===== src/core/rqbr_pkg.sv =====
// constants, types and helpers shared by the reference qualify and base rate register bank
package rqbr_pkg;
    // host register port byte offsets
    localparam logic [7:0] ADDR_DISQ = 8'h0B;
    localparam logic [7:0] ADDR_REQ = 8'h0C;
    localparam logic [7:0] ADDR_FRZ = 8'h0D;
    localparam logic [7:0] ADDR_BASE_HI = 8'h10;
    localparam logic [7:0] ADDR_BASE_LO = 8'h11;
    localparam logic [7:0] ADDR_MULT_HI = 8'h12;
    localparam logic [7:0] ADDR_MULT_LO = 8'h13;
    localparam logic [7:0] ADDR_LSTAT = 8'h20;
    localparam logic [7:0] ADDR_QSTAT = 8'h21;

    // values after reset, and the freeze register lock and open codes
    localparam logic [7:0] RST_DISQ = 8'hAA;
    localparam logic [7:0] RST_REQ = 8'h55;
    localparam logic [7:0] RST_FRZ = 8'h00;
    localparam logic [15:0] RST_BASE = 16'h9C40;
    localparam logic [15:0] RST_MULT = 16'h0F30;
    localparam logic [7:0] FRZ_LOCK = 8'h01;
    localparam logic [7:0] FRZ_OPEN = 8'h00;

    // field layout: two bits per reference
    localparam int NUM_REF = 4;
    localparam int CODE_W = 2;

    // timing: soak delays counted in 1 ms ticks of a 20 MHz clock
    localparam int unsigned CLK_HZ = 20_000_000;
    localparam int unsigned TICK_MS = 1;
    localparam int unsigned TICK_CYC_DFLT = CLK_HZ / 1000 * TICK_MS;
    localparam int unsigned DLY_MIN_MS = 0;
    localparam int unsigned DLY_10_MS = 10;
    localparam int unsigned DLY_50_MS = 50;
    localparam int unsigned DLY_2P5_S = 2500;
    localparam int CNT_W = 15;

    // one host register access
    typedef struct packed {
        logic wr;
        logic rd;
        logic [7:0] addr;
        logic [7:0] wdata;
    } rqbr_req_t;

    // monitor indicators of one reference
    typedef struct packed {
        logic coarse_rate_check;
        logic single_period_check;
    } rqbr_mon_t;

    // base rates that the rate engine supports
    function automatic logic rate_supported(input logic [15:0] r);
        case (r)
            16'h03E8, 16'h07D0, 16'h1388, 16'h186A, 16'h1F40,
            16'h2710, 16'h30D4, 16'h61A8, 16'h9C40: rate_supported = 1'b1;
            default: rate_supported = 1'b0;
        endcase
    endfunction
endpackage


===== src/core/rqbr_regs.sv =====
// reference qualify timing, status freeze and reference 0 rate register bank
// Overview of operation
// - each reference is disqualified once its selected delay (minimum, 10 ms, 50 ms, 2.5 s) has run with a monitor flag up.
// - after both monitor flags drop, a reference is requalified after 2, 4, 6 or 8 times its disqualify delay.
// - after reset the disqualify select reads 0xAA (50 ms) and the requalify select reads 0x55 (four times).
// - writing 0x01 to the freeze register stops hardware updating the latched status so it reads stable.
// - writing 0x00 to the freeze register resumes latched status updates, and the register resets to 0x00.
// - the reference 0 base rate is a 16-bit hertz value resetting to 0x9C40 and should be a supported rate.
// - multi-byte registers are big-endian, the high byte at the lower address, assembled before use.
// - the reference 0 rate multiplier is a 16-bit factor whose product with the base rate is the reference rate.
`timescale 1ns/1ps
module rqbr_regs
#(
    parameter int unsigned TICK_CYC = rqbr_pkg::TICK_CYC_DFLT
)
(
    // clock and reset
    input wire logic clk_in,
    input wire logic nrst_in,
    // host register port
    input wire rqbr_pkg::rqbr_req_t host_req_in,
    output logic [7:0] host_rdata_out,
    output logic host_rvalid_out,
    // monitor indicators from the reference pins
    input wire rqbr_pkg::rqbr_mon_t [rqbr_pkg::NUM_REF-1:0] mon_in,
    // results
    output logic [rqbr_pkg::NUM_REF-1:0] ref_qualified_out,
    output logic status_frozen_out,
    output logic [15:0] ref0_base_rate_out,
    output logic [15:0] ref0_rate_multiplier_out,
    output logic base_rate_unsupported_out
);
    logic [7:0] disq_q, disq_d;
    logic [7:0] req_q, req_d;
    logic [7:0] frz_q, frz_d;
    logic [15:0] base_q, base_d;
    logic [15:0] mult_q, mult_d;
    logic [7:0] base_hi_q, base_hi_d;
    logic [7:0] mult_hi_q, mult_hi_d;
    logic [3:0] lstat_q, lstat_d;
    logic [3:0] accum_q, accum_d;
    logic [7:0] rdata_q, rdata_d;
    logic rvalid_q, rvalid_d;
    logic [31:0] div_q, div_d;
    logic tick_q, tick_d;
    logic [rqbr_pkg::NUM_REF-1:0] fail_s1_q, fail_s2_q;
    logic [rqbr_pkg::NUM_REF-1:0] fail_raw;
    logic [rqbr_pkg::NUM_REF-1:0] disq_evt;
    logic frozen;
    logic clr_wr;
    logic wrote_disq_q, wrote_req_q;

    assign frozen = (frz_q == rqbr_pkg::FRZ_LOCK);
    assign clr_wr = host_req_in.wr && host_req_in.addr == rqbr_pkg::ADDR_LSTAT;

    // 1 ms enable divider
    always_comb
    begin
        tick_d = 1'b0;
        div_d = div_q + 32'h1;
        if (div_q >= TICK_CYC - 1)
        begin
            div_d = '0;
            tick_d = 1'b1;
        end
    end

    // per-reference combined monitor flag and soak timer, fed from the two-stage synchronised flag
    generate
        for (genvar i = 0; i < rqbr_pkg::NUM_REF; i++)
        begin : g_ref
            assign fail_raw[i] = mon_in[i].coarse_rate_check | mon_in[i].single_period_check;
            rqbr_soak u_soak
            (
                .clk_in(clk_in),
                .nrst_in(nrst_in),
                .tick_in(tick_q),
                .fail_in(fail_s2_q[i]),
                .disq_code_in(disq_q[2*i +: rqbr_pkg::CODE_W]),
                .req_code_in(req_q[2*i +: rqbr_pkg::CODE_W]),
                .qualified_out(ref_qualified_out[i]),
                .disq_evt_out(disq_evt[i])
            );
        end
    endgenerate

    // register writes, big-endian staging and latched status
    always_comb
    begin
        disq_d = disq_q;
        req_d = req_q;
        frz_d = frz_q;
        base_d = base_q;
        mult_d = mult_q;
        base_hi_d = base_hi_q;
        mult_hi_d = mult_hi_q;
        if (host_req_in.wr)
        begin
            case (host_req_in.addr)
                rqbr_pkg::ADDR_DISQ: disq_d = host_req_in.wdata;
                rqbr_pkg::ADDR_REQ: req_d = host_req_in.wdata;
                rqbr_pkg::ADDR_FRZ: frz_d = host_req_in.wdata;
                rqbr_pkg::ADDR_BASE_HI: base_hi_d = host_req_in.wdata;
                rqbr_pkg::ADDR_BASE_LO: base_d = {base_hi_q, host_req_in.wdata};
                rqbr_pkg::ADDR_MULT_HI: mult_hi_d = host_req_in.wdata;
                rqbr_pkg::ADDR_MULT_LO: mult_d = {mult_hi_q, host_req_in.wdata};
                default: ;
            endcase
        end
        // events always gather; a clear write drops bits but a same-cycle event wins
        accum_d = (clr_wr ? (accum_q & ~host_req_in.wdata[3:0]) : accum_q) | disq_evt;
        lstat_d = clr_wr ? (lstat_q & ~host_req_in.wdata[3:0]) : lstat_q;
        if (!frozen)
            lstat_d = lstat_d | accum_d;
    end

    // register reads, answered the cycle after the strobe
    always_comb
    begin
        rvalid_d = host_req_in.rd;
        rdata_d = 8'h00;
        if (host_req_in.rd)
        begin
            case (host_req_in.addr)
                rqbr_pkg::ADDR_DISQ: rdata_d = disq_q;
                rqbr_pkg::ADDR_REQ: rdata_d = req_q;
                rqbr_pkg::ADDR_FRZ: rdata_d = frz_q;
                rqbr_pkg::ADDR_BASE_HI: rdata_d = base_q[15:8];
                rqbr_pkg::ADDR_BASE_LO: rdata_d = base_q[7:0];
                rqbr_pkg::ADDR_MULT_HI: rdata_d = mult_q[15:8];
                rqbr_pkg::ADDR_MULT_LO: rdata_d = mult_q[7:0];
                rqbr_pkg::ADDR_LSTAT: rdata_d = {4'h0, lstat_q};
                rqbr_pkg::ADDR_QSTAT: rdata_d = {4'h0, ref_qualified_out};
                default: rdata_d = 8'h00;
            endcase
        end
    end

    // all state registers of the bank
    always_ff @(posedge clk_in or negedge nrst_in)
    begin
        if (!nrst_in)
        begin
            disq_q <= rqbr_pkg::RST_DISQ;
            req_q <= rqbr_pkg::RST_REQ;
            frz_q <= rqbr_pkg::RST_FRZ;
            base_q <= rqbr_pkg::RST_BASE;
            mult_q <= rqbr_pkg::RST_MULT;
            base_hi_q <= rqbr_pkg::RST_BASE[15:8];
            mult_hi_q <= rqbr_pkg::RST_MULT[15:8];
            lstat_q <= 4'h0;
            accum_q <= 4'h0;
            rdata_q <= 8'h00;
            rvalid_q <= 1'b0;
            div_q <= '0;
            tick_q <= 1'b0;
            fail_s1_q <= '0;
            fail_s2_q <= '0;
            wrote_disq_q <= 1'b0;
            wrote_req_q <= 1'b0;
        end
        else
        begin
            disq_q <= disq_d;
            req_q <= req_d;
            frz_q <= frz_d;
            base_q <= base_d;
            mult_q <= mult_d;
            base_hi_q <= base_hi_d;
            mult_hi_q <= mult_hi_d;
            lstat_q <= lstat_d;
            accum_q <= accum_d;
            rdata_q <= rdata_d;
            rvalid_q <= rvalid_d;
            div_q <= div_d;
            tick_q <= tick_d;
            fail_s1_q <= fail_raw;
            fail_s2_q <= fail_s1_q;
            wrote_disq_q <= wrote_disq_q | (host_req_in.wr && host_req_in.addr == rqbr_pkg::ADDR_DISQ);
            wrote_req_q <= wrote_req_q | (host_req_in.wr && host_req_in.addr == rqbr_pkg::ADDR_REQ);
        end
    end

    // outputs
    assign host_rdata_out = rdata_q;
    assign host_rvalid_out = rvalid_q;
    assign status_frozen_out = frozen;
    assign ref0_base_rate_out = base_q;
    assign ref0_rate_multiplier_out = mult_q;
    assign base_rate_unsupported_out = !rqbr_pkg::rate_supported(base_q);
endmodule


===== src/core/rqbr_soak.sv =====
// guard soak timer of one reference: disqualify and requalify delays
`timescale 1ns/1ps
module rqbr_soak
(
    // clock and reset
    input wire logic clk_in,
    input wire logic nrst_in,
    // 1 ms enable and synchronised monitor failure
    input wire logic tick_in,
    input wire logic fail_in,
    // delay selection codes
    input wire logic [1:0] disq_code_in,
    input wire logic [1:0] req_code_in,
    // result
    output logic qualified_out,
    output logic disq_evt_out
);
    typedef enum logic [1:0] {S_OK, S_FAIL_SOAK, S_BAD, S_REQ_SOAK} rqbr_soak_st_t;

    rqbr_soak_st_t st_q, st_d;
    logic [rqbr_pkg::CNT_W-1:0] cnt_q, cnt_d;
    logic [rqbr_pkg::CNT_W-1:0] dis_tgt;
    logic [rqbr_pkg::CNT_W-1:0] req_tgt;
    logic [3:0] req_fac;
    logic evt_q, evt_d;

    // delay targets in ticks from the selection codes
    always_comb
    begin
        case (disq_code_in)
            2'h0: dis_tgt = rqbr_pkg::CNT_W'(rqbr_pkg::DLY_MIN_MS / rqbr_pkg::TICK_MS);
            2'h1: dis_tgt = rqbr_pkg::CNT_W'(rqbr_pkg::DLY_10_MS / rqbr_pkg::TICK_MS);
            2'h2: dis_tgt = rqbr_pkg::CNT_W'(rqbr_pkg::DLY_50_MS / rqbr_pkg::TICK_MS);
            default: dis_tgt = rqbr_pkg::CNT_W'(rqbr_pkg::DLY_2P5_S / rqbr_pkg::TICK_MS);
        endcase
        req_fac = {1'b0, req_code_in, 1'b0} + 4'h2;
        req_tgt = rqbr_pkg::CNT_W'(32'(dis_tgt) * 32'(req_fac));
    end

    // soak state machine, counter restarts when a disqualify or requalify soak begins
    always_comb
    begin
        st_d = st_q;
        cnt_d = cnt_q;
        evt_d = 1'b0;
        case (st_q)
            S_OK:
            begin
                if (fail_in)
                begin
                    st_d = S_FAIL_SOAK;
                    cnt_d = '0;
                end
            end
            S_FAIL_SOAK:
            begin
                if (!fail_in)
                    st_d = S_OK;
                else if (cnt_q >= dis_tgt)
                begin
                    st_d = S_BAD;
                    evt_d = 1'b1;
                end
                else if (tick_in)
                    cnt_d = cnt_q + 1'b1;
            end
            S_BAD:
            begin
                if (!fail_in)
                begin
                    st_d = S_REQ_SOAK;
                    cnt_d = '0;
                end
            end
            S_REQ_SOAK:
            begin
                if (fail_in)
                    st_d = S_BAD;
                else if (cnt_q >= req_tgt)
                    st_d = S_OK;
                else if (tick_in)
                    cnt_d = cnt_q + 1'b1;
            end
            default: st_d = S_OK;
        endcase
    end

    // state registers
    always_ff @(posedge clk_in or negedge nrst_in)
    begin
        if (!nrst_in)
        begin
            st_q <= S_OK;
            cnt_q <= '0;
            evt_q <= 1'b0;
        end
        else
        begin
            st_q <= st_d;
            cnt_q <= cnt_d;
            evt_q <= evt_d;
        end
    end

    assign qualified_out = (st_q == S_OK) || (st_q == S_FAIL_SOAK);
    assign disq_evt_out = evt_q;
endmodule


===== config.mk =====
export PLATFORM = sky130hd
export DESIGN_NAME = rqbr_regs
export DESIGN_NICKNAME = d
export VERILOG_FILES = /design/src/core/rqbr_pkg.sv /design/src/core/rqbr_regs.sv /design/src/core/rqbr_soak.sv
export SDC_FILE = /design/constraint.sdc
export NUM_CORES = 1
export LEC_CHECK = 0
export BUFFER_PORTS_ARGS = -buffer_cell sky130_fd_sc_hd__buf_2
export CORE_MARGIN = 2
export CORE_UTILIZATION = 45
export CTS_CLUSTER_DIAMETER = 150
export CTS_CLUSTER_SIZE = 8
export DETAILED_ROUTE_END_ITERATION = 8
export GPL_TIMING_DRIVEN = 0
export PLACE_DENSITY = 0.72
export REMOVE_ABC_BUFFERS = 1
export SYNTH_ARGS = -nofsm -noshare
export SYNTH_HDL_FRONTEND = slang
export SYNTH_SLANG_ARGS = --single-unit
export TNS_END_PERCENT = 100

===== constraint.sdc =====
create_clock -name clk_in -period 14.4 [get_ports clk_in]
set_input_delay 0.72 -clock clk_in [delete_from_list [all_inputs] [get_ports clk_in]]
set_output_delay 0.72 -clock clk_in [all_outputs]
set_load 0.05 [all_outputs]

# After elaboration in Yosys (flattened, before gate mapping)
# Index checks and enable logic that the tools add are counted.
totals:
  elab_cells: 243
  in_bits: 28
  out_inout_bits: 47
  register_bits: 202
classes:
  addsub: 9
  order_cmp: 9
  n_mul: 4
  reduce_logical: 30
  muxes: 84
  eq_ne: 71
  bitwise: 9
op_table:
  columns: ["cell", "count"]
  rows:
  - ["$mux 15", 28]
  - ["$pmux 15 s4", 4]
  - ["$pmux 12 s3", 4]
  - ["$pmux 8 s9", 1]
  - ["$add 15x1->15 const B", 4]
  - ["$ge 15x12->1", 4]
  - ["$ge 15x15->1", 4]
  - ["$mul 12x4->15", 4]
  - ["$eq 16x13->1 const B", 3]
  - ["$mux 2", 24]
  - ["$ne 2x2->1 const B", 24]
  - ["$add 32x1->32 const B", 1]
  - ["$eq 16x14->1 const B", 2]
  - ["$eq 8x5->1 const B", 4]
  - ["$ge 32x15->1 const B", 1]
  - ["$mux 32", 1]
  - ["$pmux 2 s4", 4]
  - ["$eq 2x2->1 const B", 12]
  - ["$eq 8x4->1 const B", 3]
  - ["$ne 3x2->1 const B", 8]
  - ["$reduce_and 6->1", 4]
  - ["$add 3x2->4 const B", 4]
  - ["$eq 16x10->1 const B", 1]
  - ["$eq 16x11->1 const B", 1]
  - ["other kinds (19)", 66]

# Logic depth before layout (Yosys ltp)
# Gate-level depths: netlist (run 1).
depth:
  depth_word: 7
  depth_mapped: 27

# Cells and area by module
# Synthesis (run 1) repeated with hierarchy kept, for this count alone.
hier_totals:
  hier_cells: 1579
  area_unflattened_um2: 15307.2
modules_own_cells:
  columns: ["module", "cells_each", "instances", "area_per_inst_um2"]
  rows:
  - ["rqbr_regs", 445, 1, 5731.7]
  - ["rqbr_soak (g_ref[1].u_soak)", 294, 1, 2447.3]
  - ["rqbr_soak (g_ref[3].u_soak)", 281, 1, 2404.8]
  - ["rqbr_soak (g_ref[2].u_soak)", 281, 1, 2376.0]
  - ["rqbr_soak (g_ref[0].u_soak)", 278, 1, 2347.3]

# Least setup slack after synthesis (run 1)
# OpenSTA, ideal clock, no wires.
synth_path:
  path_type: "register -> register"
  from: "reg req_q[4]"
  to: "reg g_ref[2].u_soak.cnt_q[10] (netlist bit)"
  required_time_ns: 14.320
  n_path_buf: 3
  slack_ns: 9.017
  path_stages_with_launch: 25
  setup_ns: 0.080
  arrival_time_ns: 5.303
  cell_sequence: "dfstp_2 ha_1 clkbuf_1 nand2_1 fa_1 inv_1 ha_1 ha_1 a21o_1 a21oi_1 o21ai_0 a31o_2 a21o_1 and4_1 nor4_1 ha_1 and3_1 nand4_1 a21oi_1 a211o_1 or3_4 and3_1 buf_2 buf_6 o211ai_2"
synth_between:
  elab_chain_cells: 5
synth_rtl:
  columns: ["element", "line_no", "text"]
  rows:
  - ["start, declared", "rqbr_regs.sv:34", "logic [7:0] req_q, req_d;"]
  - ["start signal, assigned", "rqbr_regs.sv:145", "req_q <= rqbr_pkg::RST_REQ;"]
  - ["start signal, assigned", "rqbr_regs.sv:165", "req_q <= req_d;"]
  - ["$add 3x2->4", "rqbr_soak.sv:36", "req_fac = {1'b0, req_code_in, 1'b0} + 4'h2;"]
  - ["$mul 12x4->15", "rqbr_soak.sv:37", "req_tgt = rqbr_pkg::CNT_W'(32'(dis_tgt) * 32'(req_fac));"]
  - ["$ge 15x15->1", "rqbr_soak.sv:79", "else if (cnt_q >= req_tgt)"]
  - ["$ne 2x2->1 (no line)", null, null]
  - ["$reduce_and 6->1 (no line)", null, null]
  - ["end signal, assigned", "rqbr_soak.sv:100", "cnt_q <= cnt_d;"]
  - ["end, declared", "rqbr_soak.sv:21", "logic [rqbr_pkg::CNT_W-1:0] cnt_q, cnt_d;"]
# No other way between the ends.
# A chain may end at the register's enable or synchronous reset.

# Worst setup path after layout (run 1)
layout_path:
  from: "reg req_q[0]"
  to: "reg g_ref[0].u_soak.cnt_q[14] (netlist bit)"
layout_between:
  elab_chain_cells: 5
layout_rtl:
  columns: ["element", "line_no"]
  rows:
  - ["$add 3x2->4", "rqbr_soak.sv:36"]
  - ["$mul 12x4->15", "rqbr_soak.sv:37"]
  - ["$ge 15x15->1", "rqbr_soak.sv:79"]
  - ["$ne 2x2->1 (no line)", null]
  - ["$reduce_and 6->1 (no line)", null]
  - ["end signal, assigned", "rqbr_soak.sv:100"]
  - ["end, declared", "rqbr_soak.sv:21"]
# No other way between the ends.

==> flow_summary.yaml, run 1 <==
sta:
  worst_pin_slew_ns: 1.346
  clock_skew_ns: 0.01775
  max_freq_mhz: 159.1
  min_period_ns: 6.285
  finalSetupTns_ns: 0
  timing.final.ws_setup_ns: 8.115
  max_slew_margin_pct: 9.861
  slew_viol_final: 0
  post-route-period-util_pct: 43.65
  rsz0062_at_grt: "no"
  final-hold-violation-count: 0
  setup_viol: 0
worst_setup_path:
  crit_fanout: 16
  arrival_ns: 6.67
  worstPathRequired_ns: 14.78
  critPathKind: "reg -> reg"
  cp-end-kind: "register"
  cp-start-kind: "register"
synthesis:
  synthCells: 1505
  async_reset_ff_share_pct: 100.0
  netlist-cell-type-count: 81
  yosys_warnings: 0
  ys_seq_area_share_pct: 34.66
  ys_ff_latch: 202
  yosys_most_used_dff: "dfrtp_1"
  synth.top_cells.by_count: "191 x ha_1, 175 x dfrtp_1, 120 x nand2_1"
  ys_top_cells_by_area: "dfrtp_1 30%, ha_1 16%, mux2_2 5.7%"
  synth_top_cell_area_share_pct: 29.83
  synth-edff-count: 0
  synth_area_sq_um: 14680
  synth_top_area_cell: "dfrtp_1"
  synth_most_common_cell: "ha_1"
  syn_avg_cell_area_sq_um: 9.756
placement:
  portBuffers: 74
  gp_congestion: 0.8439
  pre_cts_slack_ns: 8.130
  place_hpwl_mm: 24.33
die:
  dieArea_sq_um: 34090
  die_w_um: 184.6
  row_count: 66
  core_sq_um: 32370
  start_util_pct: 45.36
  ioPinCount: 75
  die_height_um: 184.6
finish:
  fillers: 2989
  area_growth_pct: 10.95
  fin_util_pct: 50.32
  antenna_cells: 0
  fin_nets: 1810
  drive_above_1_share_pct: 15.79
clocking:
  cts_hold_buf: 0
  cts_buffer_depth: 3
  clock-sinks: 202
  path_clk_slew_ns: 0.06
  cts_root_buf: "clkbuf_16"
  numCtsBuffers: 29
  clock_latency_ns: 0.56
  cts_tree: "yes"
  cts_setup_buffers: 0
  htree_levels: 1
  cts_resized: 0
detailed_routing:
  finalWirelength_mm: 33.79
  first_iter_violations: 857
  dr.pass1.iters: 5
  vias: 11647
  wl_per_cell_um: 16.53
  drc: 0
  vias_per_cell: 5.698
  ant_nets: 0
global_route:
  grt_pass1_wl_mm: 56.92
  antenna_found_initial: 0
  grt_max_degree: 110
  grt_pass1_vias: 11490
  track_usage_pct: 20.17
  gr-total-overflow: 0
flow_run:
  drv_cap: 0
power:
  powerDensity_nw_per_um2: 99.82
  vdd_ir_drop_max_mv: 0.09124
  power_leakage_nw: 7.879
hold_path:
  min_path_type: "in -> async"
outcome:
  status: "completed"
==> area by class of cell <==
cell class	instances	area, sq um	area share [%]
clock buffer	52	812.0	4.985
clock inverter	2	28.78	0.1767
inverter	113	424.2	2.604
multi-input combinational	1158	8976	55.10
sequential	202	5089	31.24
tap	442	553.0	3.395
timing repair buffer	75	407.9	2.504
==> path summary, 6_finish.rpt <==
kind / start / endpoint / slack, ns / depth (start not counted)
worst max-delay path: req_q[0]$_DFFE_PN1P_ / g_ref[0].u_soak.cnt_q[14]$_DFFE_PN0P_ / 8.11 / 21
worst min-delay path: nrst_in / g_ref[1].u_soak.cnt_q[13]$_DFFE_PN0P_ / 0.19 / 1
worst max register to register: req_q[0]$_DFFE_PN1P_ / g_ref[0].u_soak.cnt_q[14]$_DFFE_PN0P_ / 8.11 / 21
worst min register to register: fail_s1_q[2]$_DFF_PN0_ / fail_s2_q[2]$_DFF_PN0_ / 0.35 / 0
max in group asynchronous: nrst_in / g_ref[3].u_soak.cnt_q[6]$_DFFE_PN0P_ / 13.20 / 2
min in group clk_in: host_req_in[16] / host_rvalid_out$_DFF_PN0_ / 0.30 / 1
==> metal layers <==
metal | vias to the layer above | part of all wire (%) | global-route usage [%]
met5 | - | 0 | 0
met4 | 0 | 2.1 | 4.857
met3 | 53 | 4.1 | 2.806
met2 | 246 | 48 | 33.95
met1 | 5742 | 46 | 27.47
li1 | 5606 | - | -
==> placed cells by master, fill, tap and decap left out, types with 25 or more instances in the layout <==
cell	synthesis	routed
a21o_1	28	28
a21oi_1	51	51
and3_1	33	33
buf_2	6	73
clkbuf_16	0	29
dfrtp_1	175	175
dfstp_2	27	27
ha_1	191	191
inv_1	113	113
mux2_2	74	74
nand2_1	120	120
nand3_1	72	72
nand3b_1	28	28
nand4_1	36	36
nor2_1	80	80
o21ai_0	51	51
xnor2_1	25	25
xor2_1	29	29
==> cells by family (layout without fill, tap and decap cells) <==
kind of cell	Yosys count	after routing	synth area share, %
adders and majority gates	203	203	17.91
DFF	202	202	34.66
other	1	17	0.02554
muxes	94	94	7.635
buffers and inverters	161	242	4.619
AOI/OAI and AO/OA	276	276	13.19
and+or+nand+nor	514	514	18.74
xor gates and xnor gates	54	54	3.221
==> report_power, final <==
part	switching, mW	internal (mW)	leakage (nW)
sequential	0.0699	0.609	2.57
clock	0.262	0.378	0.398
combinational	0.197	0.110	4.91
==> critical path, stage by stage (launching register included) <==
cell and delay, ns:
dfstp_2 0.61, ha_1 0.40, nand2_1 0.18, fa_1 0.56
inv_1 0.04, ha_1 0.30, ha_1 0.30, a21o_1 0.18
a21oi_1 0.21, o21bai_1 0.09, a21oi_1 0.22, o21bai_1 0.12
a41oi_1 0.24, mux2_2 0.37, ha_1 0.29, nand3_1 0.09
nor3_1 0.20, nand2_1 0.09, o211ai_1 0.18, a21o_1 0.48
and2_0 0.72, o221ai_1 0.23
==> sequential cells by signal (all words and copies together) (netlist names), 8 cells and up, named ones only <==
name / count
disq_q: 8
ref0_base_rate_out: 16
host_rdata_out: 8
req_q: 8
mult_hi_q: 8
div_q: 32
ref0_rate_multiplier_out: 16
base_hi_q: 8
g_ref.u_soak.cnt_q: 60
frz_q: 8
==> metrics by stage <==
stage	cell area, sq um	hold WS [ns]	total power, mW	cells
floorplan	14490	0.3312	0.8855	1473
global placement	15410	0.3354	0.9798	1989
detailed placement	15450	0.3355	0.9938	1990
CTS	16290	0.2154	1.639	2044
global route	16290	0.2595	1.712	2044
finish	16290	0.1898	1.626	2044
(Power assumes the default switching activity.)
==> run 2: changes to the inputs <==
- PLACE_DENSITY: 0.72 -> 0.74
- clock period: 14.4 -> 5.7 ns (I/O delays scaled with it)
==> flow_summary.yaml, run 2 (synthesis gave the netlist of run 1 again) <==
detailed_routing:
  vias_per_cell: 5.652
  first_iter_violations: 692
  finalWirelength_mm: 33.98
  vias: 11695
  drc: 0
  ant_nets: 0
  wl_per_cell_um: 16.42
  dr.pass1.iters: 5
sta:
  fin_hold_ws_ns: 0.09217
  max_freq_mhz: 182.9
  rsz0062_at_grt: "no"
  slew_viol_final: 0
  min_period_ns: 5.467
  max_slew_margin_pct: 14.29
  setup_viol: 0
  final-hold-violation-count: 0
  post-route-period-util_pct: 95.92
  clock_skew_ns: 0.01585
  worst_pin_slew_ns: 1.280
  finalSetupTns_ns: 0
placement:
  placed_area_sq_um: 15450
  place_hpwl_mm: 24.23
  gp_congestion: 0.8562
  portBuffers: 74
worst_setup_path:
  worstPathCellList: "ha_4 -> nand2_1 -> fa_1 -> inv_1 -> ha_1 -> ha_1 -> a21o_1 -> a21oi_1 -> o21ai_0 -> a31o_2 -> a21o_1 -> and4_1 -> nor4_2 -> ha_1 -> and3_1 -> nand4_1 -> a21oi_1 -> a211o_1 -> or3_4 -> and3_4 -> o211ai_1"
  critPathMostFrequentCell: "ha_1"
  cp-startpoint: "disq_q[5]$_DFFE_PN1P_"
  slowest_delay_ns: 0.62
  cp-end-kind: "register"
  reg2reg_from: "disq_q[5]$_DFFE_PN1P_"
  endpoint: "g_ref[2].u_soak.cnt_q[2]$_DFFE_PN0P_"
  worstPathRequired_ns: 6.18
  cp-start-kind: "register"
  critPathKind: "reg -> reg"
  reg2reg_slack_ns: 0.23
  cpLargestDelayFamily: "adder cells"
  arrival_ns: 5.94
  ff2ff_path_depth: 21
  cp.depth: 21
  crit_buf_inv: 1
  crit_slowest_cell: "dfstp_2"
  crit_fanout: 9
  r2r_end: "g_ref[2].u_soak.cnt_q[2]$_DFFE_PN0P_"
clocking:
  cts_tree: "yes"
  cts_buffer_depth: 3
  path_clk_slew_ns: 0.06
  clock_latency_ns: 0.56
  cts_root_buf: "clkbuf_16"
  htree_levels: 1
  numCtsBuffers: 29
  clock-sinks: 202
finish:
  fin_nets: 1835
  stdcell_area_sq_um: 16660
  antenna_cells: 0
  area_growth_pct: 13.47
  layout_common_cells: "179 x ha_1, 175 x dfrtp_1, 119 x nand2_1, 113 x inv_1, 80 x nor2_1"
  reg_top3: "g_ref.u_soak.cnt_q (60), div_q (32)"
  top_register: "g_ref.u_soak.cnt_q"
  layout_commonest_cell: "ha_1"
  largest_reg_flops: 60
  drive_above_1_share_pct: 17.89
power:
  power_switching_mw: 1.356
  swShare_pct: 32.45
  intPower_mw: 2.822
  vdd_ir_drop_max_mv: 0.2200
  seq_power_share_pct: 41.1
  power.share.combinational_pct: 20.4
  totalPowerFinal_mw: 4.178
  powerDensity_nw_per_um2: 250.8
  power_leakage_nw: 7.979
  clkPwrFrac_pct: 38.6
global_route:
  antenna_found_initial: 0
  grt_pass1_wl_mm: 56.43
  grt_pass1_vias: 11505
  grt_max_degree: 115
  gr-total-overflow: 0
  track_usage_pct: 19.83
die:
  row_count: 66
  die_height_um: 184.6
  core_sq_um: 32370
  start_util_pct: 45.36
  ioPinCount: 75
  dieArea_sq_um: 34090
  die_w_um: 184.6
outcome:
  status: "completed"
hold_path:
  min_path_type: "in -> reg"
flow_run:
  drv_cap: 0
-- run 2: worst register-to-register path: cells and delay by family, from the launching register on --
family	cells	cell delay [ns]
AOI/OAI and AO/OA	8	1.57
and+or+nand+nor	7	1.56
DFF	1	0.62
adders and majority gates	5	1.61
buffers and inverters	1	0.05
-- run 2: power by group through the flow --
stage	sequential [mW]	clock (mW)	combinational (mW)
floorplan	1.70	0	0.535
global placement	1.73	0	0.750
detailed placement	1.74	0	0.776
CTS	1.71	1.64	0.817
global route	1.74	1.70	0.948
finish	1.72	1.61	0.851
-- run 2: what timing repair did --
action / in CTS / in global routing
buffers inserted: 4 / 9
setup endpoints to repair: 44 / 60
hold endpoints to repair: 68 / 0
resized for setup: 11 / 26
pin swaps: 1 / 5
hold buffers: 10 / 0
gates cloned: 0 / 2
-- run 2: routing by layer --
metal | vias to the layer above | track usage (%) | part of all wire [%]
met1 | 5750 | 26.93 | 46
met3 | 47 | 2.885 | 4.2
met4 | 0 | 4.540 | 1.8
li1 | 5663 | - | -
met5 | - | 0 | 0
met2 | 235 | 33.49 | 48
-- run 2: how the worst min path moves through the flow --
| stage | endpoint | startpoint | cells after the start |
|---|---|---|---|
| after detailed placement | g_ref[1].u_soak.cnt_q[13]$_DFFE_PN0P_ | nrst_in | 1 |
| after CTS | mult_hi_q[7]$_DFFE_PN0P_ | host_req_in[7] | 2 |
| after global placement | fail_s2_q[1]$_DFF_PN0_ | fail_s1_q[1]$_DFF_PN0_ | 0 |
| after global routing | mult_hi_q[4]$_DFFE_PN0P_ | host_req_in[4] | 2 |
| final | frz_q[4]$_DFFE_PN0P_ | host_req_in[4] | 2 |
| after floorplan | asynchronous set/reset pin | nrst_in | 0 |
-- run 2: per-stage QoR --
stage,util (%),instances,setup slack [ns]
2_1_floorplan,-,1473,0.2985
3_3_place_gp,47.61,1989,-0.5387
3_5_place_dp,47.73,1990,-0.6418
4_1_cts,50.83,2058,0.004739
5_1_grt,51.47,2069,0.006185
6_report,51.47,2069,0.2328
-- run 2: layout make-up --
type,instances,area [sq um]
fill,2944,15710
multi-input combinational,1160,9136
sequential,202,5089
clock buffer,52,812.0
timing repair buffer,98,618.1
tap,442,553.0
inverter,113,424.2
clock inverter,2,28.78
==> run 3: changes to the inputs <==
- CORE_ASPECT_RATIO: unset -> 0.9
==> flow_summary.yaml, run 3 (synthesis gave the netlist of run 1 again) <==
outcome:
  status: "finished, violations left"
  violations: "design-rule violations"
finish:
  stdcell_count: 2045
  antenna_cells: 0
  fillers: 2875
  fin_util_pct: 51.96
  drive_above_1_share_pct: 18.11
  fin_nets: 1837
  largest_reg_flops: 60
  stdcell_area_sq_um: 16650
  top_register: "g_ref.u_soak.cnt_q"
  reg_top3: "g_ref.u_soak.cnt_q (60), div_q (32)"
  area_growth_pct: 13.38
  seqCellArea_sq_um: 5090
  layout_common_cells: "179 x ha_1, 174 x dfrtp_1, 120 x nand2_1, 113 x inv_1, 80 x nor2_1"
  multi_input_area_sq_um: 9135
  layout_commonest_cell: "ha_1"
placement:
  placed_area_sq_um: 15420
  pre_cts_slack_ns: -0.6201
  place_inst: 1964
  gp_congestion: 0.8414
  portBuffers: 74
  place_hpwl_mm: 24.37
global_route:
  grt_pass1_vias: 11542
  gr-total-overflow: 0
  grt_pass1_wl_mm: 57.39
  track_usage_pct: 20.04
  grt_max_degree: 108
  antenna_found_initial: 0
die:
  row_count: 62
  ioPinCount: 75
  core_sq_um: 32040
  die_height_um: 175.4
  start_util_pct: 45.83
  die_w_um: 194.4
  dieArea_sq_um: 34090
worst_setup_path:
  critPathMostFrequentCell: "ha_1"
  cp-startpoint: "disq_q[5]$_DFFE_PN1P_"
  crit_fanout: 12
  cp-start-kind: "register"
  crit_buf_inv: 0
  cp-end-kind: "register"
  critPathKind: "reg -> reg"
  slowest_delay_ns: 0.60
  reg2reg_slack_ns: 0.22
  arrival_ns: 5.95
  r2r_end: "g_ref[2].u_soak.cnt_q[2]$_DFFE_PN0P_"
  cpLargestDelayFamily: "compound AO/OA/AOI/OAI gates"
  worstPathCellList: "ha_4 -> nand2_1 -> xor2_1 -> ha_1 -> o21bai_1 -> ha_1 -> ha_1 -> a21o_1 -> a21oi_2 -> o21ai_0 -> a31o_2 -> a21o_1 -> and4_1 -> nor4_2 -> ha_1 -> and3_1 -> nand4_1 -> a21oi_1 -> a211o_1 -> or3_4 -> and3_4 -> o211ai_1"
  ff2ff_path_depth: 22
  worstPathRequired_ns: 6.18
  reg2reg_from: "disq_q[5]$_DFFE_PN1P_"
  crit_slowest_cell: "dfstp_2"
sta:
  setup_viol: 0
  finalSetupTns_ns: 0
  timing.final.ws_setup_ns: 0.2248
  clock_skew_ns: 0.02408
  min_period_ns: 5.475
  worst_pin_slew_ns: 1.363
  slew_viol_final: 0
  max_freq_mhz: 182.6
  max_slew_margin_pct: 8.382
  post-route-period-util_pct: 96.06
  final-hold-violation-count: 0
  fin_hold_ws_ns: 0.08702
detailed_routing:
  ant_nets: 0
  dr.pass1.iters: 7
  vias_per_cell: 5.853
  vias: 11970
  wl_per_cell_um: 16.95
  first_iter_violations: 1060
  drc: 2
  finalWirelength_mm: 34.67
power:
  swShare_pct: 32.50
  powerDensity_nw_per_um2: 250.9
  vdd_ir_drop_max_mv: 0.2230
  clkPwrFrac_pct: 38.5
  power.share.combinational_pct: 20.3
  power_switching_mw: 1.357
  totalPowerFinal_mw: 4.177
  intPower_mw: 2.819
  seq_power_share_pct: 41.2
  power_leakage_nw: 7.985
clocking:
  path_clk_slew_ns: 0.06
  cts_root_buf: "clkbuf_16"
  numCtsBuffers: 29
  clock-sinks: 202
  htree_levels: 1
  clock_latency_ns: 0.56
  cts_buffer_depth: 3
  cts_tree: "yes"
hold_path:
  hold-path-endpoint: "frz_q[4]$_DFFE_PN0P_"
  hp-start: "host_req_in[4]"
  hold-path-cell-count: 2
  min_path_type: "in -> reg"
flow_run:
  drv_cap: 0
[run 3: cell count changes in the layout (fill, tap and decap cells not counted), sizes merged]
cell and delta:
buf +2
[run 3: power by group through the flow]
stage                     Clock (mW)  Combinational (mW)  Sequential, mW
final                           1.61               0.849            1.72
after global routing            1.70               0.947            1.74
after CTS                       1.64               0.816            1.71
after detailed placement           0               0.774            1.73
after global placement             0               0.746            1.73
after floorplan                    0               0.535            1.70
[run 3: final cells by class]
cell class	instances	share of cell area [%]
Timing Repair Buffer	100	3.826
Clock buffer	52	4.878
Clock inverter	2	0.1729
Multi-Input combinational cell	1160	54.87
Sequential cell	202	30.57
Inverter	113	2.548
Tap cell	416	3.127
[run 3: worst max path at each step]
stage | endpoint | slack (ns) | cells past startpoint
after floorplan | g_ref[0].u_soak.cnt_q[14]$_DFFE_PN0P_ | 0.30 | 21
after global placement | g_ref[0].u_soak.cnt_q[14]$_DFFE_PN0P_ | -0.55 | 21
after detailed placement | g_ref[0].u_soak.cnt_q[14]$_DFFE_PN0P_ | -0.62 | 21
after CTS | g_ref[1].u_soak.cnt_q[10]$_DFFE_PN0P_ | 0.02 | 21
after global routing | g_ref[2].u_soak.cnt_q[13]$_DFFE_PN0P_ | -0.05 | 22
final | g_ref[2].u_soak.cnt_q[2]$_DFFE_PN0P_ | 0.22 | 22
[run 3: per-layer routing]
metal	routed length, um	global-route usage (%)	part of all wire (%)	vias to the layer above
met5	0	0	0	-
met4	729	4.904	2.1	0
met3	1751	2.688	5.1	70
met2	16030	33.17	46	308
met1	16160	27.93	47	5936
li1	-	-	-	5656
[run 3: repair_timing]
item	in CTS	in global routing
gates cloned	0	2
endpoints found under the setup margin	46	60
buffers inserted	4	11
endpoints found under the hold margin	93	0
resized for setup	13	24
hold buffers	10	0
pin swaps	1	5
